### config.mk
export PLATFORM = sky130hd
export DESIGN_NAME = dmp_prescaler
export DESIGN_NICKNAME = d
export VERILOG_FILES = /design/src/core/dmp_pkg.sv /design/src/core/dmp_prescaler.sv /design/src/core/dmp_sync.sv
export SDC_FILE = /design/constraint.sdc
export NUM_CORES = 1
export LEC_CHECK = 0
export BUFFER_PORTS_ARGS = -buffer_cell sky130_fd_sc_hd__buf_2
export CAP_MARGIN = 20
export CORE_ASPECT_RATIO = 0.8
export CORE_UTILIZATION = 30
export CTS_BUF_LIST = sky130_fd_sc_hd__clkbuf_8 sky130_fd_sc_hd__clkbuf_16
export CTS_CLUSTER_DIAMETER = 80
export CTS_CLUSTER_SIZE = 8
export DETAILED_ROUTE_END_ITERATION = 12
export GPL_ROUTABILITY_DRIVEN = 1
export PLACE_DENSITY = 0.56
export REMOVE_ABC_BUFFERS = 1
export SLEW_MARGIN = 20
export SYNTH_ARGS = -nofsm -noshare
export SYNTH_HDL_FRONTEND = slang
export SYNTH_SLANG_ARGS = --single-unit
export TNS_END_PERCENT = 100
### constraint.sdc
create_clock -name clk -period 2.8 [get_ports clk]
set_input_delay 0.28 -clock clk [delete_from_list [all_inputs] [get_ports clk]]
set_output_delay 0.28 -clock clk [all_outputs]
set_load 0.1 [all_outputs]
### src/core/dmp_pkg.sv
// Package of constants and carrier types for the dual-modulus ten/eleven prescaler.
package dmp_pkg;
	// Counter width and the two division ratios.
	localparam int DMP_CNT_W = 4;
	localparam logic [3:0] DMP_DIV_TEN = 4'ha;
	localparam logic [3:0] DMP_DIV_ELEVEN = 4'hb;
	// Count state that preset forces: the eleventh state, index ten from zero.
	localparam logic [3:0] DMP_PRESET_STATE = 4'ha;
	// Count state after reset.
	localparam logic [3:0] DMP_RESET_STATE = 4'h0;
	// Count state at which the modulus is sampled, the last state of a ten cycle.
	localparam logic [3:0] DMP_SAMPLE_STATE = 4'h9;
	// First count state in which the true output is high.
	localparam logic [3:0] DMP_HIGH_FROM = 4'h5;
	// Synchroniser depth for pin inputs.
	localparam int DMP_SYNC_STAGES = 2;
	// Mode control set-up and release time the controller must honour, in ns.
	localparam int DMP_MODE_SETUP_NS = 4;
	localparam int DMP_CLK_PERIOD_PS = 25000;
	// Cycles of margin for the set-up time, least time so rounded up, at least one.
	localparam int DMP_MODE_SETUP_CYC_RAW = (DMP_MODE_SETUP_NS * 1000 + DMP_CLK_PERIOD_PS - 1) / DMP_CLK_PERIOD_PS;
	localparam int DMP_MODE_SETUP_CYC = (DMP_MODE_SETUP_CYC_RAW < 1) ? 1 : DMP_MODE_SETUP_CYC_RAW;

	// Inputs from the synthesiser control logic, all pins.
	typedef struct packed {
		logic mode_select_a;
		logic mode_select_b;
		logic preset_eleven;
		logic counted_input_clock;
	} dmp_pins_t;

	// Complementary divided outputs.
	typedef struct packed {
		logic divided_output;
		logic divided_output_n;
	} dmp_out_t;
endpackage

### src/core/dmp_prescaler.sv
// Dual-modulus divide-by-ten/eleven prescaler counting edges of a sampled pin clock.
//
// Overview of operation
// - Either mode select high divides by ten.
// - Both mode selects low divides by eleven.
// - Preset high forces the eleventh count state.
// - Preset acts without clock edge, dominates clock.
// - True and complementary divided outputs.
`timescale 1ns/1ps
module dmp_prescaler
	import dmp_pkg::*;
(
	// System clock and synchronous active-low reset.
	input wire logic clk,
	input wire logic rstn,
	// Pin inputs from the synthesiser control logic.
	input wire dmp_pins_t pins,
	// Divided outputs.
	output dmp_out_t dout
);
	typedef enum logic [2:0] {
		DMP_ST_COUNT = 3'b001,
		DMP_ST_PRESET = 3'b010,
		DMP_ST_IDLE = 3'b100
	} dmp_state_t;

	dmp_pins_t pins_s;
	logic clk_in_d_ff;
	logic rise;
	logic ten_sel;
	logic [DMP_CNT_W-1:0] cnt_ff;
	logic [DMP_CNT_W-1:0] nxt_cnt;
	dmp_state_t state_ff;
	dmp_state_t nxt_state;
	logic q_ff;
	logic q_n_ff;
	logic preset_raw;

	// All pins cross into the system clock through two flops before use.
	dmp_sync #(
		.WIDTH(4)
	) u_sync (
		.clk(clk),
		.rstn(rstn),
		.async_in(pins),
		.sync_out(pins_s)
	);

	// Preset is read from its synchronised copy so the counter can be forced without a counted edge.
	// The raw pin reaches only the synchroniser flops; preset_raw is taken from pins_s.
	assign preset_raw = pins_s.preset_eleven;

	// Rising edges of the counted clock, detected on the synchronised copy.
	always_ff @(posedge clk) begin
		if (!rstn) begin
			clk_in_d_ff <= 1'b0;
		end else begin
			clk_in_d_ff <= pins_s.counted_input_clock;
		end
	end
	assign rise = pins_s.counted_input_clock & ~clk_in_d_ff;

	// Ten when either select is high, eleven only when both are low.
	assign ten_sel = pins_s.mode_select_a | pins_s.mode_select_b;

	// The controller keeps the selects stable ahead of the counted edge; the sync
	// delay is constant so the sampled value still belongs to that edge.

	// Control state: preset overrides counting for as long as it is held.
	always_comb begin
		nxt_state = state_ff;
		case (state_ff)
			DMP_ST_IDLE: begin
				nxt_state = DMP_ST_COUNT;
			end
			DMP_ST_COUNT: begin
				if (preset_raw) begin
					nxt_state = DMP_ST_PRESET;
				end
			end
			DMP_ST_PRESET: begin
				if (!preset_raw) begin
					nxt_state = DMP_ST_COUNT;
				end
			end
			default: begin
				nxt_state = DMP_ST_IDLE;
			end
		endcase
	end

	always_ff @(posedge clk) begin
		if (!rstn) begin
			state_ff <= DMP_ST_IDLE;
		end else begin
			state_ff <= nxt_state;
		end
	end

	// Next count: preset wins over any counted edge. The modulus is read only on the
	// rise that leaves the sample state, so it decides this very period and no other.
	// State ten is reached only in eleven mode or by preset; from there it wraps to zero.
	always_comb begin
		nxt_cnt = cnt_ff;
		if (preset_raw) begin
			nxt_cnt = DMP_PRESET_STATE;
		end else if (rise) begin
			if (cnt_ff == DMP_SAMPLE_STATE) begin
				nxt_cnt = ten_sel ? DMP_RESET_STATE : (cnt_ff + 4'h1);
			end else if (cnt_ff >= (DMP_DIV_ELEVEN - 4'h1)) begin
				nxt_cnt = DMP_RESET_STATE;
			end else begin
				nxt_cnt = cnt_ff + 4'h1;
			end
		end
	end

	always_ff @(posedge clk) begin
		if (!rstn) begin
			cnt_ff <= DMP_RESET_STATE;
		end else begin
			cnt_ff <= nxt_cnt;
		end
	end

	// Outputs are registered from the next count so they follow the counter
	// without a further cycle; the complement is its own flop, never a gate.
	always_ff @(posedge clk) begin
		if (!rstn) begin
			q_ff <= 1'b0;
			q_n_ff <= 1'b1;
		end else begin
			q_ff <= (nxt_cnt >= DMP_HIGH_FROM);
			q_n_ff <= (nxt_cnt < DMP_HIGH_FROM);
		end
	end

	assign dout.divided_output = q_ff;
	assign dout.divided_output_n = q_n_ff;
endmodule

### src/core/dmp_sync.sv
// Two-flip-flop synchroniser, one per bit, for pin inputs.
`timescale 1ns/1ps
module dmp_sync
	import dmp_pkg::*;
#(
	parameter int WIDTH = 4
) (
	// Clock and reset.
	input wire logic clk,
	input wire logic rstn,
	// Asynchronous bits in, synchronised bits out.
	input wire logic [WIDTH-1:0] async_in,
	output logic [WIDTH-1:0] sync_out
);
	logic [WIDTH-1:0] meta_ff;

	// Each bit passes two flops; only the second stage is read beyond this module.
	genvar i;
	generate
		for (i = 0; i < WIDTH; i++) begin : g_bit
			always_ff @(posedge clk) begin
				if (!rstn) begin
					meta_ff[i] <= 1'b0;
					sync_out[i] <= 1'b0;
				end else begin
					meta_ff[i] <= async_in[i];
					sync_out[i] <= meta_ff[i];
				end
			end
		end
	endgenerate
endmodule

==> results.md <==
- Status: complete, no violations
- Top-Level Pins: 8
- Pin count of the biggest net entering global routing: 13
- Ys async rst share: 0%
- CP max FO: 7
- Vias/cell: 4.304
- Post-DP HPWL: 664.4 um
- Clock root buffer: clkbuf_8
- Via count: 396
- Fin. Hold Viols: 0
- TritonCTS buffer count: 3
- Post-place setup slack: 1083 ps
- CP arrival: 1850 ps
- Most numerous cell in the Yosys netlist: dfxtp_1
- Resized cells post-CTS: 0
- ANT cells: 0
- Post-layout min period: 1734 ps
- Synth warn: 0
- Fillers: 193
- Skew final: 1.746 ps
- Initial drt markers: 1
- Final TNS setup: 0 ps
- CP endpoint kind: flop
- Grt total ovfl: 0
- HP Class: in2reg
- Total track usage: 9.783%
- Residual DRC: 0
- Sequential share of the synthesized area: 49.69%
- Dpl cells: 88
- Routed WL: 860 um
- Setup crit start kind: flop
- Gate Count Post-Synth: 60
- Area of the core: 1892 um2
- Routability Congestion: 0.8635
- Non-Filler Instances: 92
- Post-synth top area share: 49.69%
- Hold_buf cts: 0
- Worst VDD drop: 0.2493 mV
- Synth area leaders: dfxtp_1 50%, and2_1 9.3%, ha_1 6.2%
- Initial antenna violation count: 0
- Worst Max-Slew Pin Slew: 569.2 ps
- WL per Instance: 9.348 um
- CTS tree: built
- Placed cell area: 650.6 um2
- Cell area after synthesis: 604.3 um2
- PnR worst setup slack: 1066 ps
- RSZ-0062 raised after global routing: no
- Slew headroom: 61.52%
- Syn_area_per_cell: 10.07 um2
- Crit Path Category: reg2reg
- First-pass GRT wire length: 1607 um
- Synth cell types: 24
- Fmax: 576.6 MHz
- # rows: 14
- Seq cells post-synth: 15
- Design area: 695.7 um2
- Fin crit share: 61.94%
- Pwr Density: 626.0 nW/um2
- Post-synth top cells: 15 x dfxtp_1, 9 x and2_1, 5 x a21oi_1
- Final nets: 78
- Final setup fails: 0
- Clock buffer depth: 2
- Number of flops mapped to enable cells by yosys: 0
- Reg clk slew, reported paths: 60 ps
- Cell taking the most area after synthesis: dfxtp_1
- Number of global-route vias before repair: 378
- DRT Pass-1 Iters: 4
- H-Tree Level Count: 1
- Post-synth top flop: dfxtp_1
- Slew Viols, Final: 0
- Clk Latency, worst-skew pair: 240 ps
- Critical Path RT: 2920 ps
- Die Area: 2199 um2
- P&R area growth vs syn: 15.11%
- Power, Total: 435.5 uW
- Post-CTS Setup Bufs: 0
- Max-cap viol count: 0
- Die X-Extent: 52.18 um
- Initial Util: 31.94%
- Lkg Pwr: 0.0002995 uW
- Number of port buffers: 7
- Layout cells sized above 1: 16.18%
- Post-DRT Antenna Nets: 0
- Num Clock Sinks: 15
- Die H: 42.15 um
final cells by class:
type                    count  area (um2)  area share, %
flip-flops and latches     15       300.3          43.17
clock inverters             1       3.754         0.5396
multi-input cells          38       270.3          38.85
inverters                   4       15.01          2.158
repair buffers              7       35.03          5.036
well taps                  24       30.03          4.317
clock buffers               3       41.29          5.935
through the flow:
stage / hold WS (ps) / utilization, %
floorplan: 401.7 / -
global placement: 417.6 / 34.39
detailed placement: 419.0 / 34.39
CTS: 235.9 / 36.77
global route: 233.3 / 36.77
finish: 239.1 / 36.77
state kept, by name (all words and copies together) (netlist names):
signal           count
u_sync.sync_out      4
q_n_ff               1
cnt_ff               4
u_sync.meta_ff       4
q_ff                 1
clk_in_d_ff          1
metal layers:
layer / share of wire (%) / global-route usage [%]
met2: 45 / 13.85
met5: 0 / 0
met3: 3.4 / 2.174
met4: 0 / 6.316
met1: 52 / 13.20
critical path, cell delays in order (launching register included):
cell	delay, ps
dfxtp_1	430
inv_1	70
ha_1	220
nor4_1	490
o31ai_1	160
a21boi_2	190
a21oi_1	60
cell usage in the layout, fill, tap and decap left out:
cell	n
nor3_1	1
a21boi_2	1
a21o_1	1
o31ai_1	1
nor2_1	1
clkbuf_8	3
o21ai_0	1
xnor2_1	1
a21oi_1	5
ha_1	3
and4b_1	1
nor4b_1	1
nand2b_1	2
and2b_1	2
inv_1	5
dfxtp_1	15
a21boi_1	1
buf_2	7
o311ai_1	3
nor3b_1	1
nor4_1	1
and2_1	9
nand3_1	1
nand2_1	1
kinds of logic after synthesis:
family                   share of synthesized area, %
AND/OR/NAND/NOR                                 22.15
adder cells (fa/ha/maj)                         6.212
AO/OA/AOI/OAI                                   14.91
flip-flops                                      49.69
XOR/XNOR                                        1.450
buffers and inverters                           5.588
worst paths after layout:
path	startpoint	end	slack [ps]	cells after the start
max	cnt_ff[1]	q_n_ff	1070	6
min	pins[1]	u_sync.meta_ff[1]	240	2
max reg2reg	cnt_ff[1]	q_n_ff	1070	6
min reg2reg	u_sync.meta_ff[3]	u_sync.sync_out[3]	430	1
where the power goes:
part           total [uW]  switching, uW  internal, uW
clock                 163           66.3          96.7
sequential            229           5.79           223
combinational        43.3           27.5          15.8
No activity file was read; power rests on OpenSTA's default activity.
